--- src/audio_port_clocking_pkg.sv ---
// Constants shared by the audio port clocking block.
`default_nettype none
package audio_port_clocking_pkg;
  // ----------------------------------------
  // Register byte offsets
  // ----------------------------------------
  localparam logic [7:0] REG_CONTROL = 8'h00;
  localparam logic [7:0] REG_FORMAT = 8'h04;
  localparam logic [7:0] REG_STATUS = 8'h08;
  localparam logic [7:0] REG_RX_BASE = 8'h10;
  localparam logic [7:0] REG_TX_BASE = 8'h20;
  localparam logic [7:0] REG_LAST = 8'h2C;
  // Control bit positions.
  localparam int CTRL_SLAVE_BIT = 0;
  localparam int CTRL_BYPASS_BIT = 1;
  localparam int CTRL_SRC_PIN_BIT = 2;
  // Format field positions.
  localparam int FMT_IN_LSB = 0;
  localparam int FMT_OUT_LSB = 4;
  localparam int FMT_IN_WL_LSB = 8;
  localparam int FMT_OUT_WL_LSB = 10;
  // Reset values.
  localparam logic CTRL_SLAVE_RESET = 1'b0;
  localparam logic [3:0] FMT_RESET = 4'h2;
  localparam logic [1:0] WL_RESET = 2'h3;
  // ----------------------------------------
  // Format and word-length codes
  // ----------------------------------------
  localparam logic [3:0] FMT_LEFT_JUSTIFIED = 4'h0;
  localparam logic [3:0] FMT_RIGHT_JUSTIFIED = 4'h1;
  localparam logic [3:0] FMT_I2S = 4'h2;
  localparam logic [1:0] WL_16 = 2'h1;
  localparam logic [1:0] WL_20 = 2'h2;
  localparam logic [1:0] WL_24 = 2'h3;
  localparam int SAMPLE_BITS = 24;
  localparam logic [5:0] SLOT_BITS = 6'h20;
  // ----------------------------------------
  // Clock ratios and rates
  // ----------------------------------------
  localparam longint PCLK_HZ = 25000000;
  localparam longint FS_HZ = 48000;
  localparam int DSP_RATIO = 2816;
  localparam int MCU_RATIO = 704;
  localparam int CTRL_RATIO = 256;
  localparam int TICK_RATIO = 512;
  localparam logic [15:0] DSP_PER_CTRL = 16'(DSP_RATIO / CTRL_RATIO);
  localparam logic [17:0] MCU_QUARTERS_PER_CTRL = 18'((MCU_RATIO * 4) / CTRL_RATIO);
  localparam int NCO_BITS = 24;
  localparam logic [23:0] NCO_INC = 24'((FS_HZ * TICK_RATIO * (64'd1 << NCO_BITS)) / PCLK_HZ);
  localparam logic [8:0] FRAME_LAST = 9'h1FF;
  localparam logic [2:0] BIT_RISE_PHASE = 3'h3;
  localparam logic [2:0] BIT_FALL_PHASE = 3'h7;
endpackage
`default_nettype wire

--- src/audio_port_clocking.sv ---
// Clock management and serial audio port front end with an APB register file.
`default_nettype none
// How it works
// - Core clocks from master clock, PLL or bypass.
// - Processing core runs 2816 cycles per frame.
// - Microcontroller runs 704 cycles per frame.
// - Serial control core runs 256 per frame.
// - Port starts as clock master after reset.
// - Master frame clock is 48 kHz.
// - Master bit clock is 64 per frame.
// - Master clock output is 256 per frame.
// - Master input sampled on internal port clocks.
// - Slave passes bit, frame clocks through.
// - Slave divides master clock for converters.
// - Rate changes keep registers and operation.
// - Four-bit format codes: LJ, RJ, I2S.
// - Four channels, two lanes, 16/20/24 bits.
// - Output framed by output clocks, same rate.
// - I2S: left low, MSB one bit late.
// - Right-justified: LSB ends each half frame.
// - Launch on falling, sample on rising edge.
module audio_port_clocking
  import audio_port_clocking_pkg::*;
(
  input wire logic pclk,
  input wire logic presetn,
  input wire logic clk_en,
  input wire logic psel,
  input wire logic penable,
  input wire logic pwrite,
  input wire logic [7:0] paddr,
  input wire logic [31:0] pwdata,
  output logic [31:0] prdata,
  output logic pready,
  output logic pslverr,
  input wire logic crystal_input,
  input wire logic mclk_in,
  input wire logic sclk_in,
  input wire logic lrclk_in,
  input wire logic serial_data_in_a,
  input wire logic serial_data_in_b,
  output logic mclk_out,
  output logic sclk_out,
  output logic lrclk_out,
  output logic serial_data_out_a,
  output logic serial_data_out_b,
  output logic converter_clk_tick,
  output logic [15:0] dsp_cycle_count,
  output logic [15:0] mcu_cycle_count,
  output logic [15:0] ctrl_cycle_count
);

  // ----------------------------------------
  // State
  // ----------------------------------------
  // Synchroniser slots: crystal, master clock pin, bit clock, frame clock, lane a, lane b.
  typedef struct packed {
    logic [5:0] sync1;
    logic [5:0] sync2;
    logic [5:0] sync3;
    logic [5:0] filt;
    logic [23:0] nco;
    logic [8:0] frame_cnt;
    logic slave;
    logic bypass;
    logic src_pin;
    logic [3:0] in_fmt;
    logic [3:0] out_fmt;
    logic [1:0] in_wl;
    logic [1:0] out_wl;
    logic [3:0][23:0] rx;
    logic [3:0][23:0] tx;
    logic [1:0][23:0] shift;
    logic [5:0] bitpos;
    logic last_lr;
    logic mclk_out;
    logic sclk_out;
    logic lrclk_out;
    logic sd_out_a;
    logic sd_out_b;
    logic conv_tick;
    logic [15:0] dsp_cnt;
    logic [17:0] mcu_q;
    logic [15:0] ctrl_cnt;
    logic pready;
    logic pslverr;
    logic [31:0] prdata;
  } state_s;

  state_s st;
  state_s next_st;
  logic setup;
  logic wr_access;
  logic wr_format;

  // Length of a sample from its word-length code; a reserved code never reaches here.
  function automatic logic [5:0] wl_len(input logic [1:0] code);
    case (code)
      WL_16: wl_len = 6'd16;
      WL_20: wl_len = 6'd20;
      default: wl_len = 6'd24;
    endcase
  endfunction

  // First slot position of the MSB for a given framing.
  function automatic logic [5:0] fmt_start(input logic [3:0] fmt, input logic [5:0] len);
    case (fmt)
      FMT_I2S: fmt_start = 6'd1;
      FMT_RIGHT_JUSTIFIED: fmt_start = SLOT_BITS - len;
      default: fmt_start = 6'd0;
    endcase
  endfunction

  // Right channel flag: I2S puts right on a high frame clock, the others on low.
  function automatic logic is_right(input logic [3:0] fmt, input logic lr);
    is_right = (fmt == FMT_I2S) ? lr : ~lr;
  endfunction

  // True for a defined framing code.
  function automatic logic fmt_ok(input logic [3:0] fmt);
    fmt_ok = (fmt == FMT_LEFT_JUSTIFIED) || (fmt == FMT_RIGHT_JUSTIFIED) || (fmt == FMT_I2S);
  endfunction

  // Bus phase decode shared by the process and the checks.
  assign setup = psel && !penable;
  assign wr_access = st.pready && psel && penable && pwrite;
  assign wr_format = wr_access && (paddr == REG_FORMAT);

  // ----------------------------------------
  // Next-state logic
  // ----------------------------------------
  // All behaviour lives here; the register process below only stores it.
  always_comb
  begin
    logic [5:0] agree, k, kn, len, start, j;
    logic [24:0] nco_sum;
    logic src_sel, m_rise, t512, ctrl_tick, b_rise, b_fall, lr_now, lr_next;
    logic [1:0] ch;
    logic [4:0] bi;
    logic [23:0] word;
    next_st = st;
    {agree, k, kn, len, start, j} = 36'h0;
    nco_sum = 25'h0;
    {src_sel, m_rise, t512, ctrl_tick, b_rise, b_fall, lr_now, lr_next} = 8'h0;
    ch = 2'h0;
    bi = 5'h0;
    word = 24'h0;

    // Pin inputs: three stages, a change is taken once stages two and three agree.
    next_st.sync1 = {serial_data_in_b, serial_data_in_a, lrclk_in, sclk_in, mclk_in, crystal_input};
    next_st.sync2 = st.sync1;
    next_st.sync3 = st.sync2;
    agree = ~(st.sync2 ^ st.sync3);
    next_st.filt = (agree & st.sync3) | (~agree & st.filt);

    // Slave mode always runs from the master clock pin; master mode picks crystal or pin.
    src_sel = st.slave || st.src_pin;
    m_rise = src_sel ? (!st.filt[1] && next_st.filt[1]) : (!st.filt[0] && next_st.filt[0]);

    // The digital PLL is a phase accumulator making one tick per 512th of a frame.
    nco_sum = {1'b0, st.nco} + {1'b0, NCO_INC};
    next_st.nco = nco_sum[23:0];
    t512 = (st.slave || st.bypass) ? m_rise : nco_sum[24];

    // Frame counter; bit zero halves the tick, so it doubles as the 256x master clock.
    if (t512)
    begin
      next_st.frame_cnt = st.frame_cnt + 9'h1;
    end
    ctrl_tick = t512 && st.frame_cnt[0];
    next_st.conv_tick = ctrl_tick;

    // Core clocks are counted as cycles advanced per 256x tick.
    if (ctrl_tick)
    begin
      next_st.dsp_cnt = st.dsp_cnt + DSP_PER_CTRL;
      next_st.mcu_q = st.mcu_q + MCU_QUARTERS_PER_CTRL;
      next_st.ctrl_cnt = st.ctrl_cnt + 16'h1;
    end

    // Port clocks: generated in master mode; slave mode passes bit and frame clocks through, master clock output still from the frame counter.
    next_st.mclk_out = next_st.frame_cnt[0];
    if (st.slave)
    begin
      next_st.sclk_out = next_st.filt[2];
      next_st.lrclk_out = next_st.filt[3];
      b_rise = !st.filt[2] && next_st.filt[2];
      b_fall = st.filt[2] && !next_st.filt[2];
      lr_now = st.filt[3];
      lr_next = next_st.filt[3];
    end
    else
    begin
      next_st.sclk_out = next_st.frame_cnt[2];
      next_st.lrclk_out = next_st.frame_cnt[8];
      b_rise = t512 && (st.frame_cnt[2:0] == BIT_RISE_PHASE);
      b_fall = t512 && (st.frame_cnt[2:0] == BIT_FALL_PHASE);
      lr_now = st.frame_cnt[8];
      lr_next = next_st.frame_cnt[8];
    end

    // Receive: slot position restarts on each frame clock change, data taken on the rising edge.
    if (b_rise)
    begin
      k = (lr_now != st.last_lr) ? 6'h0 : st.bitpos + 6'h1;
      next_st.bitpos = k;
      next_st.last_lr = lr_now;
      len = wl_len(st.in_wl);
      start = fmt_start(st.in_fmt, len);
      ch = {1'b0, is_right(st.in_fmt, lr_now)};
      if ((k >= start) && (k < start + len))
      begin
        next_st.shift[0] = {st.shift[0][22:0], st.filt[4]};
        next_st.shift[1] = {st.shift[1][22:0], st.filt[5]};
      end
      // Samples are kept MSB-aligned; trailing or leading slot bits are simply not taken.
      if (k == start + len - 6'h1)
      begin
        next_st.rx[ch] = next_st.shift[0] << (6'd24 - len);
        next_st.rx[ch + 2'h2] = next_st.shift[1] << (6'd24 - len);
      end
    end

    // Transmit: the bit for the next rising edge is launched on the falling edge.
    if (b_fall)
    begin
      kn = (lr_next != st.last_lr) ? 6'h0 : st.bitpos + 6'h1;
      len = wl_len(st.out_wl);
      start = fmt_start(st.out_fmt, len);
      ch = {1'b0, is_right(st.out_fmt, lr_next)};
      j = kn - start;
      bi = 5'(6'd23 - j);
      if ((kn >= start) && (kn < start + len))
      begin
        word = st.tx[ch];
        next_st.sd_out_a = word[bi];
        word = st.tx[ch + 2'h2];
        next_st.sd_out_b = word[bi];
      end
      else
      begin
        next_st.sd_out_a = 1'b0;
        next_st.sd_out_b = 1'b0;
      end
    end

    // APB: answer in the cycle after setup, with read data and error prepared then.
    next_st.pready = setup;
    next_st.pslverr = 1'b0;
    if (setup)
    begin
      next_st.prdata = 32'h0;
      if (paddr[1:0] != 2'h0 || paddr > REG_LAST || (paddr > REG_STATUS && paddr < REG_RX_BASE))
      begin
        next_st.pslverr = 1'b1;
      end
      else if (paddr == REG_CONTROL)
      begin
        next_st.prdata = {29'h0, st.src_pin, st.bypass, st.slave};
      end
      else if (paddr == REG_FORMAT)
      begin
        next_st.prdata = {20'h0, st.out_wl, st.in_wl, st.out_fmt, st.in_fmt};
      end
      else if (paddr == REG_STATUS)
      begin
        next_st.prdata = {18'h0, st.bitpos, 5'h0, st.lrclk_out, st.sclk_out, st.slave};
      end
      else if (paddr < REG_TX_BASE)
      begin
        next_st.prdata = {8'h0, st.rx[paddr[3:2]]};
      end
      else
      begin
        next_st.prdata = {8'h0, st.tx[paddr[3:2]]};
      end
    end

    // Writes land on the access edge; mode and rate changes never clear other registers.
    if (wr_access && !st.pslverr)
    begin
      if (paddr == REG_CONTROL)
      begin
        next_st.slave = pwdata[CTRL_SLAVE_BIT];
        next_st.bypass = pwdata[CTRL_BYPASS_BIT];
        next_st.src_pin = pwdata[CTRL_SRC_PIN_BIT];
      end
      if (wr_format)
      begin
        if (fmt_ok(pwdata[FMT_IN_LSB +: 4]))
        begin
          next_st.in_fmt = pwdata[FMT_IN_LSB +: 4];
        end
        if (fmt_ok(pwdata[FMT_OUT_LSB +: 4]))
        begin
          next_st.out_fmt = pwdata[FMT_OUT_LSB +: 4];
        end
        if (pwdata[FMT_IN_WL_LSB +: 2] != 2'h0)
        begin
          next_st.in_wl = pwdata[FMT_IN_WL_LSB +: 2];
        end
        if (pwdata[FMT_OUT_WL_LSB +: 2] != 2'h0)
        begin
          next_st.out_wl = pwdata[FMT_OUT_WL_LSB +: 2];
        end
      end
      if (paddr >= REG_TX_BASE && paddr <= REG_LAST)
      begin
        next_st.tx[paddr[3:2]] = pwdata[23:0];
      end
    end
  end

  // ----------------------------------------
  // State register
  // ----------------------------------------
  // The clock enable freezes everything, the bus included, so a frozen block never half-answers.
  always_ff @(posedge pclk or negedge presetn)
  begin
    if (!presetn)
    begin
      st <= '0;
      st.slave <= CTRL_SLAVE_RESET;
      st.in_fmt <= FMT_RESET;
      st.out_fmt <= FMT_RESET;
      st.in_wl <= WL_RESET;
      st.out_wl <= WL_RESET;
    end
    else if (clk_en)
    begin
      st <= next_st;
    end
  end

  // Outputs straight from the state register.
  assign prdata = st.prdata;
  assign pready = st.pready;
  assign pslverr = st.pslverr;
  assign mclk_out = st.mclk_out;
  assign sclk_out = st.sclk_out;
  assign lrclk_out = st.lrclk_out;
  assign serial_data_out_a = st.sd_out_a;
  assign serial_data_out_b = st.sd_out_b;
  assign converter_clk_tick = st.conv_tick;
  assign dsp_cycle_count = st.dsp_cnt;
  assign mcu_cycle_count = st.mcu_q[17:2];
  assign ctrl_cycle_count = st.ctrl_cnt;

  // ----------------------------------------
  // Checks
  // ----------------------------------------
  property p_dsp_step;
    @(posedge pclk) disable iff (!presetn) (clk_en && next_st.conv_tick) |=> (dsp_cycle_count == $past(dsp_cycle_count) + 16'd11);
  endproperty
  a_dsp_step: assert property (p_dsp_step) else $error("dsp count step wrong");

  property p_mcu_step;
    @(posedge pclk) disable iff (!presetn) (clk_en && next_st.conv_tick) |=> (st.mcu_q == $past(st.mcu_q) + 18'd11);
  endproperty
  a_mcu_step: assert property (p_mcu_step) else $error("mcu count step wrong");

  property p_ctrl_tick_ratio;
    @(posedge pclk) disable iff (!presetn) (clk_en && st.slave && !st.filt[1] && next_st.filt[1] && st.frame_cnt[0]) |=> converter_clk_tick && ctrl_cycle_count == $past(ctrl_cycle_count) + 16'd1;
  endproperty
  a_ctrl_tick_ratio: assert property (p_ctrl_tick_ratio) else $error("slave converter divide wrong");

  property p_master_after_reset;
    @(posedge pclk) $rose(presetn) |-> !st.slave;
  endproperty
  a_master_after_reset: assert property (p_master_after_reset) else $error("not master after reset");

  property p_frame_edge;
    @(posedge pclk) disable iff (!presetn) (clk_en && !st.slave && !next_st.slave && st.frame_cnt == 9'h0FF && next_st.frame_cnt == 9'h100) |=> $rose(lrclk_out);
  endproperty
  a_frame_edge: assert property (p_frame_edge) else $error("frame clock edge misplaced");

  property p_bit_clock;
    @(posedge pclk) disable iff (!presetn) (clk_en && !st.slave && !next_st.slave) |=> (sclk_out == st.frame_cnt[2] && mclk_out == st.frame_cnt[0]);
  endproperty
  a_bit_clock: assert property (p_bit_clock) else $error("master clocks not from frame counter");

  property p_passthrough;
    @(posedge pclk) disable iff (!presetn) (clk_en && st.slave && next_st.slave) |=> (sclk_out == st.filt[2] && lrclk_out == st.filt[3]);
  endproperty
  a_passthrough: assert property (p_passthrough) else $error("slave clocks not passed through");

  property p_reserved_kept;
    @(posedge pclk) disable iff (!presetn) (clk_en && wr_format && !fmt_ok(pwdata[3:0])) |=> $stable(st.in_fmt);
  endproperty
  a_reserved_kept: assert property (p_reserved_kept) else $error("reserved format accepted");

  property p_launch_on_fall;
    @(posedge pclk) disable iff (!presetn) (clk_en && !st.slave && st.frame_cnt[2:0] != BIT_FALL_PHASE) |=> $stable(serial_data_out_a);
  endproperty
  a_launch_on_fall: assert property (p_launch_on_fall) else $error("data launched off the falling edge");

  property p_rate_keeps_regs;
    @(posedge pclk) disable iff (!presetn) (clk_en && !wr_access) |=> ($stable(st.tx) && $stable(st.in_fmt) && $stable(st.out_wl));
  endproperty
  a_rate_keeps_regs: assert property (p_rate_keeps_regs) else $error("register changed without a write");

endmodule
`default_nettype wire

--- config.mk ---
export PLATFORM = sky130hd
export DESIGN_NAME = audio_port_clocking
export DESIGN_NICKNAME = d
export VERILOG_FILES = /design/src/audio_port_clocking_pkg.sv /design/src/audio_port_clocking.sv
export SDC_FILE = /design/constraint.sdc
export NUM_CORES = 1
export LEC_CHECK = 0
export BUFFER_PORTS_ARGS = -buffer_cell sky130_fd_sc_hd__buf_2
export CAP_MARGIN = 20
export CORE_MARGIN = 2
export CORE_UTILIZATION = 58
export DETAILED_ROUTE_END_ITERATION = 7
export GPL_TIMING_DRIVEN = 0
export HOLD_SLACK_MARGIN = 0.12
export PLACE_DENSITY = 0.74
export SYNTH_ARGS = -nofsm -noshare
export SYNTH_HDL_FRONTEND = slang
export SYNTH_SLANG_ARGS = --single-unit
--- constraint.sdc ---
create_clock -name pclk -period 6.7 [get_ports pclk]
set_input_delay 0.335 -clock pclk [delete_from_list [all_inputs] [get_ports pclk]]
set_output_delay 0.335 -clock pclk [all_outputs]
set_load 0.01 [all_outputs]
==> results of run 1 <==
placed cells by master (no fill, tap or decap), types with 12 or more instances in the layout:
cell type and n:
a211oi_1 16, nor3_1 15, o21ai_0 91, buf_4 90, and2_1 13, nand2b_1 16, dlygate4sd3_1 29, nand4_1 12
and3_1 21, inv_1 28, mux2i_1 76, a21oi_1 69, clkbuf_16 43, buf_2 130, nor2_1 108, nor2b_1 12
dfrtp_1 393, ha_1 39, xnor2_1 63, clkbuf_1 65, nand2_1 241, mux2_2 226, nand3_1 44, mux4_2 76
xor2_1 35
worst max-delay path, cell delays in order (launching register included):
cell       delay (ps)
dfstp_2           590
ha_1              260
clkbuf_1          520
clkbuf_1          580
clkbuf_1          470
nand2_1           160
inv_1             100
ha_1              150
xnor2_1            90
xnor2_1           330
ha_1              300
nand2_1            60
o21ai_1            80
a221oi_4          650
buf_4             330
buf_4             260
mux2i_1           160
a2111oi_1         760
mux2_2            280
final cells by class:
cell class                      instances  share of cell area [%]
Sequential cell                       399                   40.25
Tap cell                              468                   2.359
Buffer                                173                   4.219
Clock inverter                         16                   1.069
Multi-Input combinational cell       1323                   42.55
Inverter                               31                  0.4688
Timing Repair Buffer                  158                   4.088
Clock buffer                           60                   4.995
state kept, by name, summed over array words and instances, names as in the netlist, 12 cells and up, named ones only:
name              count
dsp_cycle_count      16
mcu_cycle_count      16
next_st              12
st                  306
prdata               24
ctrl_cycle_count     16
what timing repair did:
action                                  in CTS  in global routing
gates resized for setup                      0                  1
setup buffers                                0                  0
hold buffers                                29                  0
endpoints found under the hold margin      211                  0
endpoints found under the setup margin       0                  2
report_power, final:
| group | total, mW | internal, mW | switching, mW |
|---|---|---|---|
| Sequential | 2.90 | 2.64 | 0.255 |
| Clock | 2.55 | 1.56 | 0.995 |
| Combinational | 1.77 | 0.777 | 0.996 |
| Total | 7.22 | 4.98 | 2.25 |
kinds of logic (layout without fill, tap and decap cells):
family          count (synthesis)  count (layout)  share of synthesized area, %
flops                         399             399                         46.07
xor+xnor                       98              98                         3.957
mux                           378             378                         23.13
compound gates                270             270                         7.892
fa+ha+maj                      40              40                         2.296
other cells                     1               8                       0.01729
buf+inv                       204             438                         5.365
simple gates                  529             529                         11.27
layer usage:
metal,part of all wire [%],up-vias,track usage (%)
met4,3.3,0,11.03
met1,43,8218,43.07
met2,47,590,50.60
met3,6.6,118,4.576
met5,0,-,0
li1,-,7207,-
worst paths after layout:
check / from / endpoint / cells after the start
min in group asynchronous: presetn / dsp_cycle_count[15] / 2
setup / recovery: st[340] / st[284] / 18
max in group asynchronous: presetn / st[342] / 4
hold reg to reg: ctrl_cycle_count[15] / ctrl_cycle_count[15] / 1
setup reg to reg: st[340] / st[284] / 18
hold / removal: pwdata[2] / st[171] / 2
through the flow:
stage | area, µm² | worst slack [ps]
after detailed placement | 23020 | 401.7
after global routing | 24820 | 64.63
after global placement | 22910 | -2234
after CTS | 24810 | 366.3
after floorplan | 21720 | 1853
final | 24820 | 459.1
==> results.tsv, run 1 <==
stage	metric	value	unit
layout	n_antenna_cell	0	
timing	slew_viol_final	0	
pwr	p_leak	11.86	nW
synth	yosysSeqAreaShare	46.07	%
clock_network	cts_buffers	43	
timing	skew	23.02	ps
layout	finish.utilization	67.64	%
floorplanning	die_area	0.03896	mm²
synth	netlist.area_leader.share	45.34	%
clock_network	clock-sinks	399	
global_route	grt_start_max_net_pins	120	
pwr	power_density	291.0	mW/mm²
global_route	grt_pass1_vias	16265	
run	maxCapViolCount	0	
routing	wire_per_inst	22.53	µm
floorplanning	ios	140	
layout	layout.nets	2220	
placed_design	gp_congestion	0.9603	
synth	synth_edf_count	0	
timing	rsz0062_at_grt	no	
synth	synthCells	1919	
timing	finalCritPeriodShare	93.15	%
timing	finalCriticalPeriod	6241	ps
layout	drive_gt1_share	29.31	%
timing	timing.slew.headroom	30.94	%
global_route	grtUsageTotal	31.14	%
clock_network	cts_buffer_depth	3	
floorplanning	fp.dieH	197.4	µm
timing	fin_hold_ws	176.4	ps
synth	syn_area	0.02169	mm²
synth	synth_ff_type	dfrtp_1	
worst_setup_path	crit_path_end_kind	flip-flop	
synth	avgSynthCellArea	11.30	µm²
timing	setup_viol	0	
clock_network	cts_root_buf	clkbuf_16	
placed_design	dp_hpwl	42720	µm
routing	ant_nets	0	
synth	synth_top_cell_by_area	dfrtp_1	
layout	instances_no_fill	2628	
worst_setup_path	worstPathMaxFanout	10	
layout	fillCellCount	2737	
worst_setup_path	ff2ff_setup_slack	460	ps
timing	worst_slew_pin_slew	1036	ps
floorplanning	core	0.03670	mm²
floorplanning	placementRows	70	
status	status	finished, final reports clean	
hold_path	min_path_type	in2reg	
global_route	antenna_found_initial	0	
worst_setup_path	critPathKind	reg2reg	
layout	area_delta_synth_final	14.44	%
worst_setup_path	worst_ep_arrival_time	6730	ps
layout	multi_input_area	0.01056	mm²
routing	vias_per_cell	6.139	
floorplanning	initial_core_util	59.10	%
synth	synth_commonest_cells	dfrtp_1 (393), nand2_1 (241), mux2_2 (226)	
clock_network	cts_tree	built	
global_route	grt_pass1_wl	93270	µm
synth	ys_seq_elements	399	
synth	yosys.cell_types.count	80	
pwr	total_power	7.224	mW
clock_network	cts.htree.levels	2	
routing	drc	0	
routing	vias	16133	
synth	async_flop_share	100.0	%
placed_design	dp.cells	2521	
placed_design	io_buffers	122	
routing	dr.pass1.iters	5	
routing	routed_wirelength	59200	µm
clock_network	clk_pin_slew_worst_paths	60	ps
clock_network	insertion_delay	570	ps
routing	dr.first_iter.drc_count	1338	
global_route	grt_overflow_total	0	
layout	seq_area	0.009992	mm²
worst_setup_path	crit_required	7190	ps
pwr	vdd.ir_drop.worst	0.2041	mV
worst_setup_path	startpoint_type	flip-flop	
synth	ys_top_cells_by_area	dfrtp_1 (45%), mux2_2 (12%), mux4_2 (7.9%)	
timing	timing.final.hold_violations	0	
floorplanning	die_x	197.4	µm
timing	fmax	160.2	MHz
timing	finalSetupTns	0	ps
synth	ys_warn_count	0	
synth	synth.most_common_cell	dfrtp_1	
Note: power is estimated with default switching activity, not from simulation.
==> inputs of run 2 (changes only) <==
--- a/config.mk
+++ b/config.mk
@@ -7,6 +7,7 @@
 export LEC_CHECK = 0
 export BUFFER_PORTS_ARGS = -buffer_cell sky130_fd_sc_hd__buf_2
 export CAP_MARGIN = 20
+export CORE_ASPECT_RATIO = 1.5
 export CORE_MARGIN = 2
 export CORE_UTILIZATION = 58
 export DETAILED_ROUTE_END_ITERATION = 7
==> run 2 against run 1 <==
Net effect:
- first-iteration DRC count grew 1.3%
- clock power shrank 13%
- flip-flop and latch count did not move
- global-route usage decreased by 0.15 points
- largest power group unchanged
- sequential share of layout area is 0.32 points higher
- clock-buffer cell count fell by 4
- total power fell by 5.0%
- via count is 1.2% lower
- largest cell class unchanged
- worst setup slack improved by 28 ps
- worst hold slack got worse by 38 ps
- clock skew decreased by 0.54 ps
- combinational power about the same
==> results.tsv, run 2 (synthesis results as in run 1) <==
stage	metric	value	unit	change
layout	layout.nets	2217		was 2,220
clock_network	cts.htree.levels	2		unchanged
global_route	grt_pass1_wl	92810	µm	was 93,270 µm
worst_setup_path	crit_required	7140	ps	was 7190 ps
pwr	power_switching	2.184	mW	was 2.246 mW
clock_network	cts_buffer_depth	3		unchanged
layout	finish.utilization	66.91	%	was 67.64%
worst_setup_path	crit_path_end_kind	flip-flop		unchanged
placed_design	dpl_worst_slack	360.5	ps	was 401.7 ps
pwr	p_int	4.679	mW	was 4.978 mW
timing	worst_slack	486.7	ps	was 459.1 ps
pwr	p_clk_share	32.2	%	was 35.4%
global_route	grt_overflow_total	0		unchanged
clock_network	insertion_delay	560	ps	was 570 ps
hold_path	whs_path_depth	2		unchanged
floorplanning	initial_core_util	58.94	%	was 59.10%
status	status	finished, final reports clean		unchanged
floorplanning	ios	140		unchanged
timing	slew_viol_final	0		unchanged
timing	timing.slew.headroom	27.42	%	was 30.94%
global_route	grtUsageTotal	31.00	%	was 31.14%
pwr	p_leak	11.78	nW	was 11.86 nW
routing	vias	15943		was 16,133
timing	rsz0062_at_grt	no		unchanged
layout	n_antenna_cell	0		unchanged
worst_setup_path	startpoint_type	flip-flop		unchanged
routing	vias_per_cell	6.048		was 6.139
layout	final_cell_mix	dfrtp_1 (393), nand2_1 (241), mux2_2 (226), buf_2 (134), nor2_1 (108)		was dfrtp_1 (393), nand2_1 (241), mux2_2 (226), buf_2 (130), nor2_1 (108)
timing	setup_viol	0		unchanged
placed_design	gp_congestion	1.048		was 0.9603
floorplanning	placementRows	86		was 70
timing	finalCritPeriodShare	92.74	%	was 93.15%
routing	drc	0		unchanged
global_route	antenna_found_initial	0		unchanged
global_route	grt_start_max_net_pins	123		was 120
layout	regMostFlops	st		unchanged
clock_network	clk_pin_slew_worst_paths	60	ps	about the same
pwr	total_power	6.863	mW	was 7.224 mW
routing	routed_wirelength	59420	µm	was 59,200 µm
worst_setup_path	ff2ff_setup_slack	490	ps	was 460 ps
global_route	grt_pass1_vias	16397		was 16,265
run	maxCapViolCount	0		unchanged
worst_setup_path	worstRegToRegCells	18		unchanged
clock_network	clock-sinks	399		unchanged
pwr	p_seq_share	42.2	%	was 40.1%
placed_design	io_buffers	122		unchanged
worst_setup_path	critPathKind	reg2reg		unchanged
worst_setup_path	worstPathMaxFanout	10		unchanged
layout	final_common_cell	dfrtp_1		unchanged
layout	drive_gt1_share	29.09	%	was 29.31%
floorplanning	fp.dieH	240.8	µm	was 197.4 µm
routing	dr.first_iter.drc_count	1356		was 1,338
pwr	combPwrFrac	25.7	%	was 24.5%
placed_design	dp_hpwl	44640	µm	was 42,720 µm
layout	largest_reg_flops	306		unchanged
clock_network	post-cts-setup-buffers	0		unchanged
floorplanning	die_x	161.9	µm	was 197.4 µm
clock_network	cts_tree	built		unchanged
clock_network	cts_buffers	39		was 43
routing	ant_nets	0		unchanged
routing	wire_per_inst	22.54	µm	was 22.53 µm
timing	timing.final.hold_violations	0		unchanged
timing	finalCriticalPeriod	6213	ps	was 6241 ps
routing	dr.pass1.iters	5		unchanged
worst_setup_path	worst_ep_arrival_time	6650	ps	was 6730 ps
pwr	switching_share	31.82	%	was 31.09%
timing	fmax	160.9	MHz	was 160.2 MHz
floorplanning	die_area	0.03899	mm²	was 0.03896 mm²
timing	worst_slew_pin_slew	1080	ps	was 1036 ps
pwr	power_density	278.7	mW/mm²	was 291.0 mW/mm²
layout	area_delta_synth_final	13.53	%	was 14.44%
floorplanning	core	0.03680	mm²	was 0.03670 mm²
timing	skew	22.48	ps	was 23.02 ps
clock_network	cts_root_buf	clkbuf_16		unchanged
pwr	vdd.ir_drop.worst	0.2514	mV	was 0.2041 mV
hold_path	min_path_type	in2reg		unchanged
run 2: path summary, 6_finish.rpt:
path / to / startpoint
max: st[306] / st[340]
min: st[197] / pwdata[4]
max reg2reg: st[306] / st[340]
min reg2reg: dsp_cycle_count[15] / dsp_cycle_count[15]
max in group asynchronous: st[210] / presetn
min in group asynchronous: st[367] / presetn
run 2: layer usage:
layer  part of all wire, %  vias to the layer above  track usage [%]
met5                     0                        -                0
met2                    50                      552            53.95
met4                   7.4                        0            20.68
met1                    37                     8013            35.68
met3                   4.9                      179            4.313
li1                      -                     7199                -
run 2: area by class of cell:
class / instances / area (µm²)
fillers: 2874 / 12180
multi-input cells: 1323 / 10570
flip-flops and latches: 399 / 9992
clock buffers: 56 / 1141
plain buffers: 173 / 1049
repair buffers: 159 / 1026
well taps: 484 / 605.6
clock inverters: 11 / 128.9
inverters: 31 / 116.4
run 2: stage by stage:
step	hold slack, ps	instance area, µm²	instances	TNS [ps]
6_report	138.2	24620	2636	0
5_1_grt	139.6	24620	2636	0
4_1_cts	120.4	24600	2633	0
3_5_place_dp	415.9	23040	2537	0
3_3_place_gp	449.1	22930	2532	-853440
2_1_floorplan	39.41	21720	1926	0
run 2: critical path: stages (launching register included):
cell and delay (ps):
dfstp_2 590, ha_1 290, clkbuf_1 510, clkbuf_2 430, clkbuf_1 420, nand2_1 150
inv_1 90, ha_1 150, xnor2_1 100, xnor2_1 310, ha_1 300, nand2_1 70
o21ai_1 90, a221oi_4 650, buf_2 460, mux4_2 560, mux2i_1 430, nor2_1 190
mux2_2 300
run 2: repair_timing:
action                                  in CTS  in global routing
endpoints found under the setup margin       0                  2
endpoints found under the hold margin      188                  0
hold buffers                                29                  0
gates resized for setup                      0                  2
run 2: power groups by stage:
stage	Clock (mW)	Sequential, mW	Combinational [mW]
5_1_grt	2.34	2.93	1.93
4_1_cts	2.25	2.89	1.76
3_3_place_gp	0	2.92	1.70
3_5_place_dp	0	2.93	1.74
6_report	2.21	2.89	1.76
2_1_floorplan	0	2.87	1.26
==> inputs of run 3 (changes only) <==
--- a/config.mk
+++ b/config.mk
@@ -9,11 +9,12 @@
 export CAP_MARGIN = 20
 export CORE_ASPECT_RATIO = 1.5
 export CORE_MARGIN = 2
-export CORE_UTILIZATION = 58
+export CORE_UTILIZATION = 28
+export CTS_CLUSTER_DIAMETER = 120
 export DETAILED_ROUTE_END_ITERATION = 7
 export GPL_TIMING_DRIVEN = 0
 export HOLD_SLACK_MARGIN = 0.12
-export PLACE_DENSITY = 0.74
+export PLACE_DENSITY = 0.41
 export SYNTH_ARGS = -nofsm -noshare
 export SYNTH_HDL_FRONTEND = slang
 export SYNTH_SLANG_ARGS = --single-unit
==> constraint.sdc (replaced) <==
create_clock -name pclk -period 5.3 [get_ports pclk]
set_input_delay 0.265 -clock pclk [delete_from_list [all_inputs] [get_ports pclk]]
set_output_delay 0.265 -clock pclk [all_outputs]
set_load 0.01 [all_outputs]
==> run 3 against run 2 <==
Net effect:
- sequential share of layout area shrank 1.8 points
- flip-flop and latch count is the same
- global-route usage shrank 13 points
- clock power grew 45%
- die area grew 100%
- register-to-register slack lost 360 ps
- worst hold slack gained 35 ps
==> results.tsv, run 3 (synthesis results as in run 1) <==
stage	metric	value	unit	change
global_route	grt_pass1_vias	16571		was 16,397
timing	setup_viol	0		unchanged
pwr	p_int	6.259	mW	was 4.679 mW
layout	n_antenna_cell	0		unchanged
layout	seq_area	0.009992	mm²	unchanged
worst_setup_path	cp_slowest_cell	o311ai_0		was a221oi_4
floorplanning	ios	140		unchanged
routing	drc	0		unchanged
worst_setup_path	crit_top_cell	ha_1		unchanged
worst_setup_path	critical-path-max-stage-delay	790	ps	was 650 ps
layout	regMostFlops	st		unchanged
pwr	power_switching	2.954	mW	was 2.184 mW
global_route	grt_pass1_wl	107100	µm	was 92,810 µm
layout	finish.utilization	33.41	%	was 66.91%
pwr	p_leak	11.94	nW	was 11.78 nW
layout	area_delta_synth_final	18.78	%	was 13.53%
placed_design	dp_hpwl	54060	µm	was 44,640 µm
routing	vias	15774		was 15,943
floorplanning	die_x	231.3	µm	was 161.9 µm
timing	fmax	193.3	MHz	was 160.9 MHz
pwr	combPwrFrac	25.4	%	was 25.7%
layout	largest_reg_flops	306		unchanged
worst_setup_path	crit_buf_inv	0		was 5
pwr	p_seq_share	39.7	%	was 42.2%
layout	drive_gt1_share	30.41	%	was 29.09%
routing	vias_per_cell	4.940		was 6.048
worst_setup_path	crit_path_end_kind	flip-flop		unchanged
floorplanning	placementRows	125		was 86
routing	ant_nets	0		unchanged
worst_setup_path	startpoint_type	flip-flop		unchanged
hold_path	min_path_type	in2reg		unchanged
timing	finalSetupTns	0	ps	unchanged
timing	skew	31.97	ps	was 22.48 ps
pwr	total_power	9.213	mW	was 6.863 mW
placed_design	gp_congestion	0.9317		was 1.048
clock_network	clock-sinks	399		unchanged
timing	slew_viol_final	0		unchanged
layout	multi_input_area	0.01071	mm²	was 0.01057 mm²
worst_setup_path	worstPathMaxFanout	7		was 10
routing	routed_wirelength	70980	µm	was 59,420 µm
clock_network	cts_buffers	45		was 39
layout	fillCellCount	7822		was 2,874
pwr	switching_share	32.06	%	was 31.82%
status	status	finished, final reports clean		unchanged
clock_network	insertion_delay	610	ps	was 560 ps
layout	final_cell_mix	dfrtp_1 (393), nand2_1 (241), mux2_2 (226), buf_2 (132), nor2_1 (107)		was dfrtp_1 (393), nand2_1 (241), mux2_2 (226), buf_2 (134), nor2_1 (108)
pwr	vdd.ir_drop.worst	0.1883	mV	was 0.2514 mV
timing	timing.slew.headroom	23.50	%	was 27.42%
clock_network	cts_buffer_depth	3		unchanged
pwr	p_clk_share	34.8	%	was 32.2%
timing	timing.final.hold_violations	0		unchanged
worst_setup_path	critPathKind	reg2reg		unchanged
routing	wire_per_inst	22.23	µm	was 22.54 µm
pwr	power_density	357.6	mW/mm²	was 278.7 mW/mm²
floorplanning	fp.dieH	344.9	µm	was 240.8 µm
routing	dr.pass1.iters	5		unchanged
clock_network	clk_pin_slew_worst_paths	60	ps	about the same
timing	finalCriticalPeriod	5173	ps	was 6213 ps
worst_setup_path	crit_chain	or3_4 -> or4_4 -> o21ai_2 -> o2bb2ai_4 -> nor2_4 -> xor2_4 -> or2_2 -> ha_1 -> ha_1 -> ha_1 -> nand2b_2 -> o311ai_0 -> nor4b_1 -> o32ai_1 -> o41ai_1		was ha_1 -> clkbuf_1 -> clkbuf_2 -> clkbuf_1 -> nand2_1 -> inv_1 -> ha_1 -> xnor2_1 -> xnor2_1 -> ha_1 -> nand2_1 -> o21ai_1 -> a221oi_4 -> buf_2 -> mux4_2 -> mux2i_1 -> nor2_1 -> mux2_2
floorplanning	initial_core_util	28.13	%	was 58.94%
layout	layout.nets	2234		was 2,217
floorplanning	die_area	0.07975	mm²	was 0.03899 mm²
worst_setup_path	crit_required	5780	ps	was 7140 ps
global_route	antenna_found_initial	4		was 0
global_route	grtUsageTotal	17.91	%	was 31.00%
floorplanning	core	0.07711	mm²	was 0.03680 mm²
placed_design	io_buffers	122		unchanged
global_route	grt_overflow_total	0		unchanged
clock_network	cts_root_buf	clkbuf_16		unchanged
routing	dr.first_iter.drc_count	839		was 1,356
layout	final_common_cell	dfrtp_1		unchanged
worst_setup_path	worst_ep_arrival_time	5650	ps	was 6650 ps
timing	fin_hold_ws	172.9	ps	was 138.2 ps
timing	worst_slew_pin_slew	1145	ps	was 1080 ps
clock_network	cts_tree	built		unchanged
clock_network	cts.htree.levels	2		unchanged
global_route	grt_start_max_net_pins	115		was 123
timing	finalCritPeriodShare	97.60	%	was 92.74%
worst_setup_path	critPathTopFamily	simple AND/OR/NAND/NOR gates		was buffers and inverters
run	maxCapViolCount	0		unchanged
run 3: worst reg2reg max path, cell delays in order, from the launching register on:
cell and delay (ps):
dfrtp_1 400, or3_4 420, or4_4 580, o21ai_2 290, o2bb2ai_4 190, nor2_4 70, xor2_4 190, or2_2 340
ha_1 240, ha_1 220, ha_1 400, nand2b_2 310, o311ai_0 790, nor4b_1 110, o32ai_1 360, o41ai_1 150
run 3: per-stage QoR:
stage	area (µm²)	cells	setup WS (ps)
after floorplan	21720	1926	453.0
after global placement	23600	3064	-4225
after detailed placement	23730	3071	-1057
after CTS	25650	3190	19.60
after global routing	25760	3193	-7.438
final	25760	3193	127.1
run 3: layer usage:
metal	part of all wire [%]	global-route usage [%]	up-vias	routed length [µm]
met1	39	20.17	8055	27740
met2	53	33.60	336	37500
met4	4.5	7.540	8	3173
met5	0.059	0	-	42
li1	-	-	7229	-
met3	3.5	2.432	146	2515
run 3: timing repair:
item | CTS | global route
setup endpoints to repair | 146 | 77
hold buffers | 33 | 0
buffers inserted | 5 | 1
pin swaps | 4 | 2
gates resized for setup | 16 | 19
endpoints found under the hold margin | 217 | 0
run 3: cell type report:
cell class	instances	share of cell area, %
buffer	173	4.128
clock buffer	71	5.099
clock inverter	10	0.6216
inverter	31	0.4517
multi-input combinational	1323	41.58
sequential	399	38.78
tap	1016	4.934
timing repair buffer	170	4.400
run 3: worst paths after layout:
kind / from / end / slack, ps / cells past startpoint
max: st[377] / serial_data_out_a / 130 / 15
min: paddr[1] / pslverr / 170 / 4
max reg2reg: st[377] / serial_data_out_a / 130 / 15
min reg2reg: ctrl_cycle_count[15] / ctrl_cycle_count[15] / 470 / 1
max in group asynchronous: presetn / st[167] / 3350 / 4
min in group asynchronous: presetn / st[374] / 310 / 2
run 3: power by group through the flow:
stage	logic [mW]	registers, mW	clock network [mW]
finish	2.34	3.66	3.21
global route	2.59	3.71	3.42
CTS	2.35	3.66	3.31
detailed placement	2.28	3.71	0
global placement	2.25	3.70	0
floorplan	1.59	3.62	0
